## src/design/fsc_port_map.vh

```
// Constant map for the fault, status and CRC serial port of the current driver.
// Assumes a 16-bit or 24-bit serial frame framed by an active-low strobe.
//
// Contract
// RULE_01 - Matching address with read bit requests readback.
// RULE_02 - Data out tristated; drives from fifth rising edge.
// RULE_03 - Data out released at next strobe rising edge.
// RULE_04 - Readback word: address, 1, 0, config, flags.
// RULE_05 - Read frame still applies its configuration bits.
// RULE_06 - Three fault flags pull shared alarm low.
// RULE_07 - Strap pin selects pin-configured range mode.
// RULE_08 - Strap mode: no status, two separate alarms.
// RULE_09 - Software alarm: open loop, CRC fail, overheat.
// RULE_10 - Overheat detector sets overheat flag and alarm.
// RULE_11 - Low headroom sets open-loop flag and alarm.
// RULE_12 - CRC check failure sets CRC error flag.
// RULE_13 - Clear input forces clear level while high.
// RULE_14 - Clear level is pin OR shifted bit.
// RULE_15 - Level 0 bottom of range, 1 midscale.
// RULE_16 - Clear command bit also clears the output.
// RULE_17 - Resistor-select bit picks internal or external.
// RULE_18 - Four-bit range code from bits or pins.
// RULE_19 - Host appends CRC-8 and sends 24 bits.
// RULE_20 - 24-bit frame checked at strobe rise.
// RULE_21 - Status readback clears CRC flag, releases alarm.
// RULE_22 - Input bits sampled on falling serial edge.
// RULE_23 - Output stays off until output-on bit set; strap mode turns the output on without it.
// RULE_24 - Software clear bit is active high.
// RULE_25 - CRC MSB first from zero; odd lengths ignored.
`ifndef FSC_PORT_MAP_VH
`define FSC_PORT_MAP_VH

// Frame lengths and counter widths.
`define FSC_CNT_W 5
`define FSC_FRAME_PLAIN 5'h10
`define FSC_FRAME_CRC 5'h18
`define FSC_HDR_BITS 5'h04
`define FSC_READ_START_EDGE 5'h05
`define FSC_READ_BITS 5'h10
`define FSC_CNT_ONE 5'h01
`define FSC_CNT_MAX 5'h1f

// Write frame field positions.
`define FSC_ADDR_HI 15
`define FSC_ADDR_LO 13
`define FSC_RW_BIT 12
`define FSC_RANGE_HI 10
`define FSC_RANGE_LO 7
`define FSC_CLEAR_LEVEL_SEL_BIT 6
`define FSC_OUTPUT_ON_BIT 5
`define FSC_SENSE_RES_SEL_BIT 4
`define FSC_SWCLR_BIT 3
`define FSC_SWRST_BIT 2

// Address and CRC fields inside the frame shift register.
`define FSC_HDR_ADDR_HI 3
`define FSC_HDR_ADDR_LO 1
`define FSC_HDR_RW 0
`define FSC_CRC_HI 7
`define FSC_CRC_LO 0

// Fixed bits and unused bit of the readback word.
`define FSC_STAT_ONE 1'h1
`define FSC_STAT_ZERO 1'h0
`define FSC_STAT_UNUSED 1'h0

// Reset values of the configuration held from serial frames.
`define FSC_RANGE_RST 4'h0
`define FSC_CLEAR_LEVEL_SEL_RST 1'h0
`define FSC_OUTPUT_ON_RST 1'h0
`define FSC_SENSE_RES_SEL_RST 1'h0
`define FSC_SWCLR_RST 1'h0

// CRC-8 generator x^8 + x^2 + x + 1 and its start value.
`define FSC_CRC_POLY 8'h07
`define FSC_CRC_INIT 8'h00

`endif

```

## src/design/fsc_edge_detect.v

```verilog
// Edge detector for one synchronous input level.
// Assumes the input is already synchronous to the clock.
`timescale 1ns/100ps
`default_nettype none

module fsc_edge_detect (
  input wire clk,
  input wire rstn,
  input wire sigIn,
  input wire resetLevel,
  output reg sigLvl_reg,
  output reg risePulse_reg,
  output reg fallPulse_reg
);

  // Registers the level and flags one-cycle rising and falling pulses.
  always @(posedge clk) begin
    if (!rstn) begin
      sigLvl_reg <= resetLevel;
      risePulse_reg <= 1'b0;
      fallPulse_reg <= 1'b0;
    end else begin
      sigLvl_reg <= sigIn;
      risePulse_reg <= sigIn & ~sigLvl_reg;
      fallPulse_reg <= ~sigIn & sigLvl_reg;
    end
  end

endmodule // fsc_edge_detect

`default_nettype wire

```

## src/design/fsc_crc8.v

```verilog
// Serial CRC-8 accumulator, most significant bit first.
// Assumes one data bit per enable pulse and a clear at frame start.
`timescale 1ns/100ps
`default_nettype none
`include "fsc_port_map.vh"

module fsc_crc8 (
  input wire clk,
  input wire rstn,
  input wire crcClear,
  input wire crcEnable,
  input wire dataBit,
  output reg [7:0] crc_reg
);

  wire feedback;
  wire [7:0] crcShifted;

  // Feedback term and shifted register for the next step.
  assign feedback = crc_reg[7] ^ dataBit;
  assign crcShifted = {crc_reg[6:0], 1'b0};

  // Clears at frame start, then folds in one bit per enable.
  always @(posedge clk) begin
    if (!rstn || crcClear) begin
      crc_reg <= `FSC_CRC_INIT; // RULE_25
    end else if (crcEnable) begin
      crc_reg <= feedback ? (crcShifted ^ `FSC_CRC_POLY) : crcShifted; // RULE_25
    end
  end

endmodule // fsc_crc8

`default_nettype wire

```

## src/design/fsc_serial_port.v

```verilog
// Serial control, status readback and fault alarm logic of the current driver.
// Assumes serial clock, data, strobe and detector inputs are synchronous to ref_clk
// and that each serial clock phase lasts at least three ref_clk cycles.
`timescale 1ns/100ps
`default_nettype none
`include "fsc_port_map.vh"

module fsc_serial_port (
  input wire ref_clk,
  input wire rstn,
  input wire serialClk,
  input wire serialDataIn,
  input wire frameSyncN,
  input wire [2:0] deviceAddrBits,
  input wire pinStrapModeSel,
  input wire [3:0] rangeCodePins,
  input wire senseResSelPin,
  input wire clearLevelSelPin,
  input wire clearIn,
  input wire overTempDetect,
  input wire headroomLowDetect,
  output reg serialDataOut_reg,
  output reg serialDataOutOe_reg,
  output reg faultAlarmOut_reg,
  output reg faultAlarmOe_reg,
  output reg openLoopAlarmNOut_reg,
  output reg openLoopAlarmNOe_reg,
  output reg overheatAlarmNOut_reg,
  output reg overheatAlarmNOe_reg,
  output reg [3:0] rangeCode_reg,
  output reg senseResSel_reg,
  output reg outputOn_reg,
  output reg clearActive_reg,
  output reg clearToMid_reg
);

  // Edge detector and CRC outputs.
  wire sclkLvl;
  wire sclkRise;
  wire sclkFall;
  wire syncLvl;
  wire syncRise;
  wire syncFall;
  wire [7:0] crcValue;

  // Frame state.
  reg sdinDly_reg;
  reg [23:0] frameShift_reg;
  reg [`FSC_CNT_W-1:0] fallCnt_reg;
  reg [`FSC_CNT_W-1:0] riseCnt_reg;
  reg [`FSC_CNT_W-1:0] outCnt_reg;
  reg readReq_reg;
  reg [15:0] readShift_reg;

  // Strap mode latched at reset and configuration held from serial frames.
  reg pinMode_reg;
  reg [3:0] cfgRange_reg;
  reg cfgClearSel_reg;
  reg cfgOutputOn_reg;
  reg cfgSenseRes_reg;
  reg cfgSwClear_reg;

  // Fault flags.
  reg crcErrFlag_reg;
  reg overheatFlag_reg;
  reg loopOpenFlag_reg;

  // Frame end decode.
  reg [15:0] frameWord;
  reg frameAddrHit;
  reg frameAccept;
  reg crcFail;
  reg readDone;
  wire [15:0] statusWord;
  wire frameActive;
  wire readStart;

  // Serial clock edges; the pin is treated as a plain synchronous input.
  fsc_edge_detect sclkEdge (
    .clk(ref_clk),
    .rstn(rstn),
    .sigIn(serialClk),
    .resetLevel(1'b1),
    .sigLvl_reg(sclkLvl),
    .risePulse_reg(sclkRise),
    .fallPulse_reg(sclkFall)
  );

  // Frame strobe edges.
  fsc_edge_detect syncEdge (
    .clk(ref_clk),
    .rstn(rstn),
    .sigIn(frameSyncN),
    .resetLevel(1'b1),
    .sigLvl_reg(syncLvl),
    .risePulse_reg(syncRise),
    .fallPulse_reg(syncFall)
  );

  // CRC over the first sixteen received bits only.
  fsc_crc8 frameCrc (
    .clk(ref_clk),
    .rstn(rstn),
    .crcClear(syncFall),
    .crcEnable(sclkFall & frameActive & (fallCnt_reg < `FSC_FRAME_PLAIN)),
    .dataBit(sdinDly_reg),
    .crc_reg(crcValue)
  );

  assign frameActive = ~syncLvl;

  // Readback word: address, fixed 1 and 0, configuration, then the flags.
  assign statusWord = {deviceAddrBits, `FSC_STAT_ONE, `FSC_STAT_ZERO, cfgRange_reg,
                       cfgClearSel_reg, cfgOutputOn_reg, cfgSenseRes_reg,
                       crcErrFlag_reg, overheatFlag_reg, loopOpenFlag_reg,
                       `FSC_STAT_UNUSED}; // RULE_04

  // First readback bit goes out on the fifth rising serial edge.
  assign readStart = sclkRise & frameActive & readReq_reg &
                     (riseCnt_reg >= (`FSC_READ_START_EDGE - `FSC_CNT_ONE)); // RULE_02

  // Decodes the frame at the strobe rising edge.
  always @* begin
    frameWord = (fallCnt_reg == `FSC_FRAME_CRC) ? frameShift_reg[23:8] : frameShift_reg[15:0];
    frameAddrHit = (frameWord[`FSC_ADDR_HI:`FSC_ADDR_LO] == deviceAddrBits);
    crcFail = (fallCnt_reg == `FSC_FRAME_CRC) &&
              (frameShift_reg[`FSC_CRC_HI:`FSC_CRC_LO] != crcValue); // RULE_20
    frameAccept = syncRise && !pinMode_reg && frameAddrHit &&
                  ((fallCnt_reg == `FSC_FRAME_PLAIN) ||
                   ((fallCnt_reg == `FSC_FRAME_CRC) && !crcFail)); // RULE_25
    readDone = syncRise && readReq_reg && (outCnt_reg == `FSC_READ_BITS);
  end

  // Samples serial data alongside the delayed serial clock level.
  always @(posedge ref_clk) begin
    if (!rstn) begin
      sdinDly_reg <= 1'b0;
    end else begin
      sdinDly_reg <= serialDataIn;
    end
  end

  // Shifts in one bit on each falling serial edge inside a frame.
  always @(posedge ref_clk) begin
    if (!rstn) begin
      frameShift_reg <= 24'h000000;
      fallCnt_reg <= {`FSC_CNT_W{1'b0}};
    end else if (syncFall) begin
      fallCnt_reg <= {`FSC_CNT_W{1'b0}};
    end else if (sclkFall && frameActive) begin
      frameShift_reg <= {frameShift_reg[22:0], sdinDly_reg}; // RULE_22
      if (fallCnt_reg != `FSC_CNT_MAX) begin
        fallCnt_reg <= fallCnt_reg + `FSC_CNT_ONE;
      end
    end
  end

  // Counts rising serial edges within the frame.
  always @(posedge ref_clk) begin
    if (!rstn) begin
      riseCnt_reg <= {`FSC_CNT_W{1'b0}};
    end else if (syncFall) begin
      riseCnt_reg <= {`FSC_CNT_W{1'b0}};
    end else if (sclkRise && frameActive && riseCnt_reg != `FSC_CNT_MAX) begin
      riseCnt_reg <= riseCnt_reg + `FSC_CNT_ONE;
    end
  end

  // Flags a read once address and read bit have arrived.
  always @(posedge ref_clk) begin
    if (!rstn || syncFall || syncRise) begin
      readReq_reg <= 1'b0;
    end else if (frameActive && !pinMode_reg && fallCnt_reg == `FSC_HDR_BITS &&
                 frameShift_reg[`FSC_HDR_ADDR_HI:`FSC_HDR_ADDR_LO] == deviceAddrBits &&
                 frameShift_reg[`FSC_HDR_RW]) begin
      readReq_reg <= 1'b1; // RULE_01
    end
  end

  // Drives readback bits out, then releases the pin at the strobe rise.
  always @(posedge ref_clk) begin
    if (!rstn) begin
      serialDataOut_reg <= 1'b0;
      serialDataOutOe_reg <= 1'b0;
      readShift_reg <= 16'h0000;
      outCnt_reg <= {`FSC_CNT_W{1'b0}};
    end else if (syncRise || syncFall) begin
      serialDataOutOe_reg <= 1'b0; // RULE_03
      outCnt_reg <= {`FSC_CNT_W{1'b0}};
    end else if (readStart && outCnt_reg < `FSC_READ_BITS) begin
      serialDataOutOe_reg <= 1'b1; // RULE_02
      outCnt_reg <= outCnt_reg + `FSC_CNT_ONE;
      if (outCnt_reg == {`FSC_CNT_W{1'b0}}) begin
        serialDataOut_reg <= statusWord[15];
        readShift_reg <= {statusWord[14:0], 1'b0};
      end else begin
        serialDataOut_reg <= readShift_reg[15];
        readShift_reg <= {readShift_reg[14:0], 1'b0};
      end
    end
  end

  // Latches the strap pin while reset is held.
  always @(posedge ref_clk) begin
    if (!rstn) begin
      pinMode_reg <= pinStrapModeSel; // RULE_07
    end
  end

  // Applies configuration from accepted frames, read frames included.
  always @(posedge ref_clk) begin
    if (!rstn || (frameAccept && frameWord[`FSC_SWRST_BIT])) begin
      cfgRange_reg <= `FSC_RANGE_RST;
      cfgClearSel_reg <= `FSC_CLEAR_LEVEL_SEL_RST;
      cfgOutputOn_reg <= `FSC_OUTPUT_ON_RST;
      cfgSenseRes_reg <= `FSC_SENSE_RES_SEL_RST;
      cfgSwClear_reg <= `FSC_SWCLR_RST;
    end else if (frameAccept) begin
      cfgRange_reg <= frameWord[`FSC_RANGE_HI:`FSC_RANGE_LO]; // RULE_05
      cfgClearSel_reg <= frameWord[`FSC_CLEAR_LEVEL_SEL_BIT];
      cfgOutputOn_reg <= frameWord[`FSC_OUTPUT_ON_BIT];
      cfgSenseRes_reg <= frameWord[`FSC_SENSE_RES_SEL_BIT];
      cfgSwClear_reg <= frameWord[`FSC_SWCLR_BIT];
    end
  end

  // CRC error flag; a failure in the clearing cycle wins over the clear.
  always @(posedge ref_clk) begin
    if (!rstn) begin
      crcErrFlag_reg <= 1'b0;
    end else if (syncRise && !pinMode_reg && crcFail && frameAddrHit) begin
      crcErrFlag_reg <= 1'b1; // RULE_12
    end else if (readDone) begin
      crcErrFlag_reg <= 1'b0; // RULE_21
    end
  end

  // Live fault flags follow the analog detectors.
  always @(posedge ref_clk) begin
    if (!rstn) begin
      overheatFlag_reg <= 1'b0;
      loopOpenFlag_reg <= 1'b0;
    end else begin
      overheatFlag_reg <= overTempDetect; // RULE_10
      loopOpenFlag_reg <= headroomLowDetect; // RULE_11
    end
  end

  // Open-drain alarms; each output value is low and only its enable moves.
  always @(posedge ref_clk) begin
    if (!rstn) begin
      faultAlarmOut_reg <= 1'b0;
      faultAlarmOe_reg <= 1'b0;
      openLoopAlarmNOut_reg <= 1'b0;
      openLoopAlarmNOe_reg <= 1'b0;
      overheatAlarmNOut_reg <= 1'b0;
      overheatAlarmNOe_reg <= 1'b0;
    end else begin
      faultAlarmOut_reg <= 1'b0;
      openLoopAlarmNOut_reg <= 1'b0;
      overheatAlarmNOut_reg <= 1'b0;
      faultAlarmOe_reg <= !pinMode_reg &&
                          (crcErrFlag_reg || overheatFlag_reg || loopOpenFlag_reg); // RULE_06 RULE_09
      openLoopAlarmNOe_reg <= pinMode_reg && loopOpenFlag_reg; // RULE_08
      overheatAlarmNOe_reg <= pinMode_reg && overheatFlag_reg; // RULE_08
    end
  end

  // Output controls for the analog stage.
  always @(posedge ref_clk) begin
    if (!rstn) begin
      rangeCode_reg <= `FSC_RANGE_RST;
      senseResSel_reg <= `FSC_SENSE_RES_SEL_RST;
      outputOn_reg <= `FSC_OUTPUT_ON_RST;
      clearActive_reg <= 1'b0;
      clearToMid_reg <= 1'b0;
    end else begin
      rangeCode_reg <= pinMode_reg ? rangeCodePins : cfgRange_reg; // RULE_18
      senseResSel_reg <= pinMode_reg ? senseResSelPin : cfgSenseRes_reg; // RULE_17
      outputOn_reg <= pinMode_reg | cfgOutputOn_reg; // RULE_23
      clearActive_reg <= clearIn | (!pinMode_reg & cfgSwClear_reg); // RULE_13 RULE_16 RULE_24
      clearToMid_reg <= clearLevelSelPin | (!pinMode_reg & cfgClearSel_reg); // RULE_14 RULE_15
    end
  end

endmodule // fsc_serial_port

`default_nettype wire

```

## config.mk

```make
export PLATFORM = sky130hd
export DESIGN_NAME = fsc_serial_port
export DESIGN_NICKNAME = d
export VERILOG_FILES = /design/src/design/fsc_edge_detect.v /design/src/design/fsc_crc8.v /design/src/design/fsc_serial_port.v
export VERILOG_INCLUDE_DIRS = /design/src /design/src/design
export SDC_FILE = /design/constraint.sdc
export NUM_CORES = 1
export LEC_CHECK = 0
export ABC_AREA = 1
export ABC_CLOCK_PERIOD_IN_PS = 2500
export BUFFER_PORTS_ARGS = -buffer_cell sky130_fd_sc_hd__buf_2
export CORE_UTILIZATION = 45
export DETAILED_ROUTE_END_ITERATION = 8
export PLACE_DENSITY_LB_ADDON = 0.1
export REMOVE_ABC_BUFFERS = 1
export SLEW_MARGIN = 20
export SYNTH_ARGS = -nofsm -noshare
export SYNTH_HDL_FRONTEND = slang
export SYNTH_SLANG_ARGS = --single-unit
```

## constraint.sdc

```tcl
create_clock -name ref_clk -period 2.5 [get_ports ref_clk]
set_input_delay 0.375 -clock ref_clk [delete_from_list [all_inputs] [get_ports ref_clk]]
set_output_delay 0.375 -clock ref_clk [all_outputs]
set_load 0.02 [all_outputs]
```

==> results of run 1 <==
[routing by layer]
| layer | up-vias | share of wire |
|---|---|---|
| met3 | 11 | 0.027 |
| met4 | 0 | 0.017 |
| met2 | 46 | 0.46 |
| met5 | - | 0 |
| met1 | 1557 | 0.50 |
| li1 | 1781 | - |
[worst paths after layout]
| path | depth (start not counted) | start | endpoint |
|---|---|---|---|
| max reg2reg | 13 | fallCnt_reg[1] | cfgRange_reg[2] |
| min reg2reg | 1 | sclkEdge.sigLvl_reg | sclkEdge.risePulse_reg |
| min | 2 | serialClk | sclkEdge.fallPulse_reg |
| max | 13 | fallCnt_reg[1] | cfgRange_reg[2] |
[cell families (layout without fill, tap and decap cells)]
kind of cell / after synthesis / in the layout
and+or+nand+nor: 168 / 168
AOI/OAI and AO/OA: 144 / 144
buffers and inverters: 108 / 136
DFF: 94 / 94
xor gates and xnor gates: 10 / 10
adders and majority gates: 8 / 8
other: 1 / 3
[where the power goes]
part           internal [W]  total (W)  switching, W
combinational     0.0000570   0.000173      0.000116
sequential          0.00153    0.00155     0.0000213
clock              0.000598    0.00115      0.000549
total               0.00219    0.00287      0.000686
[worst reg2reg max path: cells and delay by family (launching register included)]
kind	cells	cell delay, ns
simple gates	8	0.98
fa+ha+maj	1	0.21
flops	1	0.37
buf+inv	3	0.34
compound gates	1	0.07
[metrics by stage]
stage	power, W	hold WS [ns]	area [µm²]	utilization
2_1_floorplan	0.00169	0.398	3950	-
3_3_place_gp	0.00176	0.409	4300	0.490
3_5_place_dp	0.00176	0.414	4300	0.490
4_1_cts	0.00290	0.168	4530	0.516
5_1_grt	0.00299	0.167	4530	0.516
6_report	0.00287	0.179	4530	0.516
[final cells by class]
cell class / instances / share of cell area
repair buffers: 38 / 0.0464
well taps: 108 / 0.0299
clock buffers: 10 / 0.0304
clock inverters: 6 / 0.0202
flip-flops and latches: 94 / 0.418
inverters: 82 / 0.0683
multi-input cells: 333 / 0.387
[cells in the mapped netlist (2+ instances only)]
| master | number |
|---|---|
| o211ai_1 | 12 |
| a21oi_1 | 71 |
| nor3_1 | 11 |
| nand4_1 | 10 |
| nand3_1 | 23 |
| xnor2_1 | 6 |
| nor2_1 | 27 |
| nand2_4 | 2 |
| buf_1 | 2 |
| buf_2 | 5 |
| buf_6 | 4 |
| o21ai_0 | 57 |
| or2_2 | 3 |
| dfxtp_1 | 93 |
| xor2_1 | 4 |
| inv_2 | 3 |
| clkbuf_1 | 11 |
| inv_1 | 78 |
| nand2_1 | 82 |
| ha_1 | 8 |
| nand2_2 | 3 |
| buf_4 | 4 |
==> results.toml, run 1 <==
[setup_path]
crit_path_start_kind = "register"
critical_path.max_stage_delay_ns = 0.37
path_max_fanout = 25
r2r_setup_slack_ns = 0.45
worst-setup-path-type = "reg2reg"
critPathMostFrequentCell = "nand2_1"
path_buf_inv = 3
cpMaxStageDelayCell = "dfxtp_1"
critical-path-top-delay-family = "simple AND/OR/NAND/NOR gates"
worstPathRequired_ns = 2.76
worstSetupEndpointType = "register"
crit_chain = "inv_1 -> ha_1 -> nand2_1 -> inv_2 -> nand2_4 -> nand2_1 -> nand3_1 -> nand2_1 -> nor2_1 -> buf_4 -> nand3_1 -> nand2_1 -> a21oi_1"
cp.arrival_ns = 2.31

[timing]
max_slew.worst_pin.slew_ns = 0.564
final-hold-violation-count = 0
fin_crit_ns = 2.05
skew_ns = 0.00940
slew_viol_final = 0
finalCritPeriodShare = 0.820
setup_violations = 0
clock.fmax_mhz = 488
slew-limit-headroom = 0.624
rsz0062_at_grt = "false"
setup_ws_ns = 0.449
setup_tns_ns = 0

[logic_synthesis]
synthSimpleGateAreaFrac = 0.193
synth-xor-area-share = 0.0214
netlist.area_leader.share = 0.455
ys.flop_type = "dfxtp_1"
seq_area_frac_synth = 0.462
synth_edf_count = 1
synth.distinct_cells = 36
async_flop_share = 0
synth_mux_area_frac = 0
syn-instance-count = 533
synth_seq_cells = 94
synthAdderAreaFrac = 0.0245
synth_compound_area_frac = 0.186
avgSynthCellArea_um2 = 7.68
yosysTopAreaCell = "dfxtp_1"
synth_top_family_by_area = "simple AND/OR/NAND/NOR gates"
synth_area_leaders = "dfxtp_1, a21oi_1, nand2_1"
synth_area_um2 = 4090
yosysWarnings = 0

[floorplanning]
die-area_um2 = 9480
rows = 34
die_w_um = 97.4
fp.dieH_um = 97.4
initial_core_util = 0.467
fp.coreArea_um2 = 8760
num_io_pins = 34

[layout]
final_cell_mix = "dfxtp_1, nand2_1, inv_1, a21oi_1, o21ai_0"
layout_commonest_cell = "dfxtp_1"
regArea_um2 = 1890
multi_input_area_um2 = 1750
finalNonFillerCells = 671
area_growth_pct = 10.6
final.fill_count = 902
layout.nets = 584
largest_register_ffs = 24
drive_above_1_share = 0.126
n_antenna_cell = 0

[grt]
antenna_found_initial = 0
grt_max_degree = 40
overflow = 0
grt_pass1_vias = 3152
grt_first_pass_wirelength_mm = 14.7
use_met3 = 0.0309
grt_use_met1 = 0.244
track_usage = 0.192
grt-busiest-layer = "met2"
use_met2 = 0.324

[place]
numPortBuffers = 30
dp_hpwl_mm = 6.17
placedCellCount = 655
place.gp.congestion = 0.779
post-place-ws_ns = 0.452

[clocking]
cts_buffers = 9
cts_tree = "built"
cts_buffer_depth = 2
post_cts_buffers = 0
htreeDepth = 3
cts-root-buf = "clkbuf_8"
clkSinkCount = 94
clk_pin_slew_worst_paths_ns = 0.10
holdBufCountCts = 0
postCtsResizedCells = 0
worstSkewPairLatency_ns = 0.36

[drt]
vias = 3395
drt_iter0_drc = 124
wirelength_mm = 8.46
drc_errors = 0
via_per_inst = 5.06
wl_per_cell_um = 12.6
dr.pass1.iters = 4
ant_nets = 0

[status]
status = "finished, final reports clean"

[worst_hold_path]
hold_path_class = "in2reg"

[run]
maxCapViolations = 0

[power]
leakagePower_nw = 1.85
power_density_nw_per_um2 = 634
ir_drop_v = 0.000290
No activity file was read; power rests on OpenSTA's default activity.
==> inputs of run 2 (changes only) <==
--- a/config.mk
+++ b/config.mk
@@ -6,8 +6,8 @@
 export SDC_FILE = /design/constraint.sdc
 export NUM_CORES = 1
 export LEC_CHECK = 0
-export ABC_AREA = 1
-export ABC_CLOCK_PERIOD_IN_PS = 2500
+export ABC_AREA = 0
+export ABC_CLOCK_PERIOD_IN_PS = 2000
 export BUFFER_PORTS_ARGS = -buffer_cell sky130_fd_sc_hd__buf_2
 export CORE_UTILIZATION = 45
 export DETAILED_ROUTE_END_ITERATION = 8
==> constraint.sdc (replaced) <==
create_clock -name ref_clk -period 2 [get_ports ref_clk]
set_input_delay 0.3 -clock ref_clk [delete_from_list [all_inputs] [get_ports ref_clk]]
set_output_delay 0.3 -clock ref_clk [all_outputs]
set_load 0.02 [all_outputs]
==> run 2 against run 1 <==
Effect of this change: clock skew is 0.00071 ns higher; combinational power is 5% lower; non-clock buffer count is 6 higher; worst hold slack worse by 0.068 ns; flip-flop and latch count stayed put; core utilization is 2.5 points higher; clock-buffer cell count stayed put; via count is 11% lower; final cell count is 14% lower; global-route usage is 0.56 points lower; critical path type unchanged; critical endpoint is now fallCnt_reg[3]; largest cell class is now multi-input gates.
==> results.toml, run 2 <==
[floorplanning]
initial_core_util = 0.475
fp.coreArea_um2 = 8380
rows = 33
die_w_um = 96.0
fp.dieH_um = 96.0
num_io_pins = 34
die-area_um2 = 9220

[layout]
final_cell_mix = "dfxtp_1, nand2_1, nor2_1, a21oi_1, buf_2"
layout.nets = 496
n_antenna_cell = 0
area_growth_pct = 14.1
final.fill_count = 809
post-route-util = 0.541
largest_register_ffs = 24
multi_input_area_um2 = 1940
finalNonFillerCells = 580
drive_above_1_share = 0.173
layout_commonest_cell = "dfxtp_1"
regArea_um2 = 1900

[drt]
wl_per_cell_um = 13.8
dr.pass1.iters = 4
via_per_inst = 5.18
wirelength_mm = 7.98
ant_nets = 0
vias = 3007
drt_iter0_drc = 141
drc_errors = 0

[power]
internal-power_w = 0.00278
power_density_nw_per_um2 = 785
p_sw_w = 0.000779
ir_drop_v = 0.000450
power_frac_clock = 0.418
comb_power_share = 0.046
p_seq_frac = 0.535
leakagePower_nw = 1.74
sw_frac_of_total = 0.219

[setup_path]
worst-setup-path-type = "reg2reg"
critical_path.endpoint = "fallCnt_reg[3]"
critical_path.max_stage_delay_ns = 0.35
reg2regPathDepth = 8
path_max_fanout = 5
path_buf_inv = 1
crit_chain = "buf_4 -> ha_1 -> and3_1 -> ha_1 -> nor2_1 -> nand4_1 -> xor2_1 -> nor2_1"
worstPathRequired_ns = 2.30
cp.arrival_ns = 2.16
r2r_setup_slack_ns = 0.14
reg2reg_from = "fallCnt_reg[0]"
cp-startpoint = "fallCnt_reg[0]"
crit_path_start_kind = "register"
critical-path-top-delay-family = "simple AND/OR/NAND/NOR gates"
cp.depth = 8
cpMaxStageDelayCell = "dfxtp_4"
worstSetupEndpointType = "register"
worstReg2RegEnd = "fallCnt_reg[3]"

[grt]
grt_first_pass_wirelength_mm = 13.2
antenna_found_initial = 0
grt_max_degree = 31
overflow = 0
grt_pass1_vias = 2825
track_usage = 0.187

[logic_synthesis]
synth.distinct_cells = 40
ys.flop_type = "dfxtp_1"
synth_area_um2 = 3980
avgSynthCellArea_um2 = 9.02
synth_seq_cells = 94
synth_edf_count = 1
synth_commonest_cells = "dfxtp_1, nand2_1, nor2_1"
synth_area_leaders = "dfxtp_1, mux2i_1, nand2_1"
synth_most_common_cell = "dfxtp_1"
yosysTopAreaCell = "dfxtp_1"
syn-instance-count = 441
async_flop_share = 0
seq_area_frac_synth = 0.475
yosysWarnings = 0
netlist.area_leader.share = 0.468

[clocking]
cts-root-buf = "clkbuf_8"
cts_buffers = 9
clkSinkCount = 94
cts_buffer_depth = 2
clk_pin_slew_worst_paths_ns = 0.09
htreeDepth = 3
worstSkewPairLatency_ns = 0.36
cts_tree = "built"

[timing]
rsz0062_at_grt = "false"
finalCritPeriodShare = 0.930
clock.fmax_mhz = 538
final-hold-violation-count = 0
setup_violations = 0
skew_ns = 0.0101
fin_crit_ns = 1.86
slew_viol_final = 0
setup_tns_ns = 0

[run]
maxCapViolations = 0

[place]
placedCellCount = 563
numPortBuffers = 30
dp_hpwl_mm = 5.59
place.gp.congestion = 0.797

[worst_hold_path]
hold_path_class = "in2reg"

[status]
status = "finished, final reports clean"
==> run 2: changes by cell type in the layout (fill, tap and decap cells not counted), sizes merged, moves of 10 or more <==
cell and change:
a211oi +12, a21oi -34, inv -72, mux2i +28, nand2 -13, nand3 -19, nor2 +20, o211ai -10
o21ai -47
==> run 2: cell families (layout without fill, tap and decap cells) <==
kind of cell | Yosys count | in the layout | share of synthesized area
adder cells (fa/ha/maj) | 8 | 8 | 0.0252
AO/OA/AOI/OAI | 74 | 74 | 0.124
flip-flops | 94 | 94 | 0.475
buffers and inverters | 39 | 71 | 0.0462
other | 1 | 3 | 0.000942
AND/OR/NAND/NOR | 172 | 172 | 0.203
multiplexers | 28 | 28 | 0.0704
XOR/XNOR | 25 | 25 | 0.0550
==> run 2: per-layer routing <==
layer | GRT usage | share of wire | vias to the layer above | wire (µm)
met5 | 0 | 0 | - | 0
met4 | 0.0522 | 0.010 | 0 | 83
met3 | 0.0498 | 0.042 | 9 | 332
met2 | 0.306 | 0.46 | 50 | 3640
met1 | 0.241 | 0.49 | 1412 | 3920
li1 | - | - | 1536 | -
==> run 2: how the worst min path moves through the flow <==
stage	startpoint	end	slack (ns)	cells past startpoint
floorplan	rstn	sclkEdge.sigLvl_reg	0.40	1
global placement	sclkEdge.sigLvl_reg	sclkEdge.fallPulse_reg	0.42	2
detailed placement	sclkEdge.sigLvl_reg	sclkEdge.fallPulse_reg	0.42	2
CTS	pinStrapModeSel	pinMode_reg	0.10	1
global route	pinStrapModeSel	pinMode_reg	0.1	1
finish	pinStrapModeSel	pinMode_reg	0.11	1
==> run 2: per-stage QoR <==
stage	hold WS [ns]	total power, W	instance area (µm²)	setup WS, ns
6_report	0.111	0.00356	4540	0.141
5_1_grt	0.0978	0.00369	4540	0.00440
4_1_cts	0.101	0.00359	4500	0.0535
3_5_place_dp	0.422	0.00211	4260	0.0716
3_3_place_gp	0.420	0.00211	4260	0.155
2_1_floorplan	0.395	0.00204	3840	-0.170
==> run 2: area by class of cell <==
cell class,count,area share
clock buffer,10,0.0281
multi-input combinational,310,0.427
clock inverter,6,0.0243
timing repair buffer,44,0.0645
tap,105,0.0289
sequential,94,0.418
inverter,11,0.00910
==> run 2: repair_timing <==
| action | in CTS | in global routing |
|---|---|---|
| setup endpoints to repair | 0 | 8 |
| gates resized for setup | 0 | 9 |
| setup buffers | 0 | 1 |
| hold endpoints to repair | 0 | 0 |
| hold buffers | 0 | 0 |
==> run 2: power by group through the flow <==
stage	Sequential [W]	Clock (W)	Combinational, W
final	0.00191	0.00149	0.000165
after global routing	0.00191	0.00159	0.000182
after CTS	0.00191	0.00152	0.000163
after detailed placement	0.00195	0	0.000163
after global placement	0.00195	0	0.000162
after floorplan	0.00197	0	0.0000730
==> inputs of run 3 (changes only) <==
--- a/config.mk
+++ b/config.mk
@@ -11,6 +11,7 @@
 export BUFFER_PORTS_ARGS = -buffer_cell sky130_fd_sc_hd__buf_2
 export CORE_UTILIZATION = 45
 export DETAILED_ROUTE_END_ITERATION = 8
+export MAX_ROUTING_LAYER = met4
 export PLACE_DENSITY_LB_ADDON = 0.1
 export REMOVE_ABC_BUFFERS = 1
 export SLEW_MARGIN = 20
==> run 3 against run 2 <==
Effect of this change: first-iteration DRC count shrank 5.7%; clock skew shrank 0.0039 ns; global-route usage grew 0.52 points; worst hold slack gained 0.0015 ns; final cell count is the same; fmax grew 0.33%; die area is the same; critical path depth is the same; via count shrank 0.30%; cell area is the same; clock-buffer cell count is the same; combinational power is essentially flat; critical endpoint unchanged; highest routed layer unchanged.
==> results.toml, run 3 (synthesized netlist as in run 2, its figures left out) <==
[status]
status = "finished, final reports clean"

[drt]
vias = 2998
ant_nets = 0
drc_errors = 0
via_per_inst = 5.17
wirelength_mm = 7.97
drt_iter0_drc = 133
wl_per_cell_um = 13.7
dr.pass1.iters = 4

[layout]
post-route-util = 0.541
drive_above_1_share = 0.173
layout.nets = 496
final.fill_count = 809
n_antenna_cell = 0
multi_input_area_um2 = 1940
final_cell_mix = "dfxtp_1, nand2_1, nor2_1, a21oi_1, buf_2"
regArea_um2 = 1900
largest_register_ffs = 24
layout_commonest_cell = "dfxtp_1"
area_growth_pct = 14.1

[floorplanning]
num_io_pins = 34
die-area_um2 = 9220
fp.coreArea_um2 = 8380
die_w_um = 96.0
rows = 33
initial_core_util = 0.475
fp.dieH_um = 96.0

[power]
power_density_nw_per_um2 = 784
leakagePower_nw = 1.74
power_w = 0.00356
ir_drop_v = 0.000442

[clocking]
clk_pin_slew_worst_paths_ns = 0.09
worstSkewPairLatency_ns = 0.36
cts_buffers = 9
cts_buffer_depth = 2
clkSinkCount = 94
htreeDepth = 3
cts_tree = "built"
cts-root-buf = "clkbuf_8"

[place]
dp_hpwl_mm = 5.59
place.gp.congestion = 0.808
numPortBuffers = 30
post-place-ws_ns = 0.0716

[timing]
skew_ns = 0.00624
fin_crit_ns = 1.85
slew_viol_final = 0
clock.fmax_mhz = 540
final-hold-violation-count = 0
rsz0062_at_grt = "false"
setup_violations = 0
finalCritPeriodShare = 0.926
setup_ws_ns = 0.147

[grt]
antenna_found_initial = 0
grt_first_pass_wirelength_mm = 13.2
grt_max_degree = 31
track_usage = 0.192
overflow = 0
grt_pass1_vias = 2822

[setup_path]
r2r_setup_slack_ns = 0.15
path_max_fanout = 5
crit_path_start_kind = "register"
worstPathRequired_ns = 2.30
worstSetupEndpointType = "register"
cp.arrival_ns = 2.15
worst-setup-path-type = "reg2reg"

[run]
maxCapViolations = 0

[worst_hold_path]
hold_path_class = "in2reg"
run 3: cell counts in the layout (fill, tap and decap cells not counted):
Identical to the previous run, type by type.
run 3: report_power, final:
group,total (W),switching (W),internal (W)
combinational,0.000165,0.000106,0.0000589
sequential,0.00191,0.0000121,0.00189
clock,0.00149,0.000658,0.000828
run 3: through the flow:
stage	setup TNS, ns	hold slack (ns)	cell area [µm²]	std cells
after floorplan	-2.50	0.395	3840	415
after global placement	0	0.420	4260	563
after detailed placement	0	0.422	4260	563
after CTS	0	0.101	4500	579
after global routing	0	0.103	4540	580
final	0	0.112	4540	580
run 3: repair_timing:
item                                    CTS  global route
hold buffers                              0             0
gates resized for setup                   0             9
endpoints found under the setup margin    0             8
setup buffers                             0             1
run 3: final cells by class:
class	instances	share of cell area
Clock inverter	6	0.0243
Tap cell	105	0.0289
Multi-Input combinational cell	310	0.427
Timing Repair Buffer	44	0.0645
Sequential cell	94	0.418
Clock buffer	10	0.0281
Inverter	11	0.00910
run 3: critical path: stages (launching register included):
cell and delay, ns:
dfxtp_4 0.35, buf_4 0.14, ha_1 0.21, and3_1 0.19, ha_1 0.19, nor2_1 0.30
nand4_1 0.16, xor2_1 0.16, nor2_1 0.10
run 3: layer usage:
| metal | vias to the layer above | wire length (µm) | track usage |
|---|---|---|---|
| met5 | - | 0 | - |
| met4 | 0 | 97 | 0.0634 |
| met1 | 1404 | 3950 | 0.243 |
| met3 | 10 | 288 | 0.0403 |
| met2 | 48 | 3630 | 0.305 |
| li1 | 1536 | - | - |
run 3: final timing paths:
check                                    startpoint                      to  cells past startpoint
worst max register to register       fallCnt_reg[0]          fallCnt_reg[3]                      8
worst min register to register  sclkEdge.sigLvl_reg  sclkEdge.fallPulse_reg                      2
worst min-delay path                pinStrapModeSel             pinMode_reg                      1
worst max-delay path                 fallCnt_reg[0]          fallCnt_reg[3]                      8
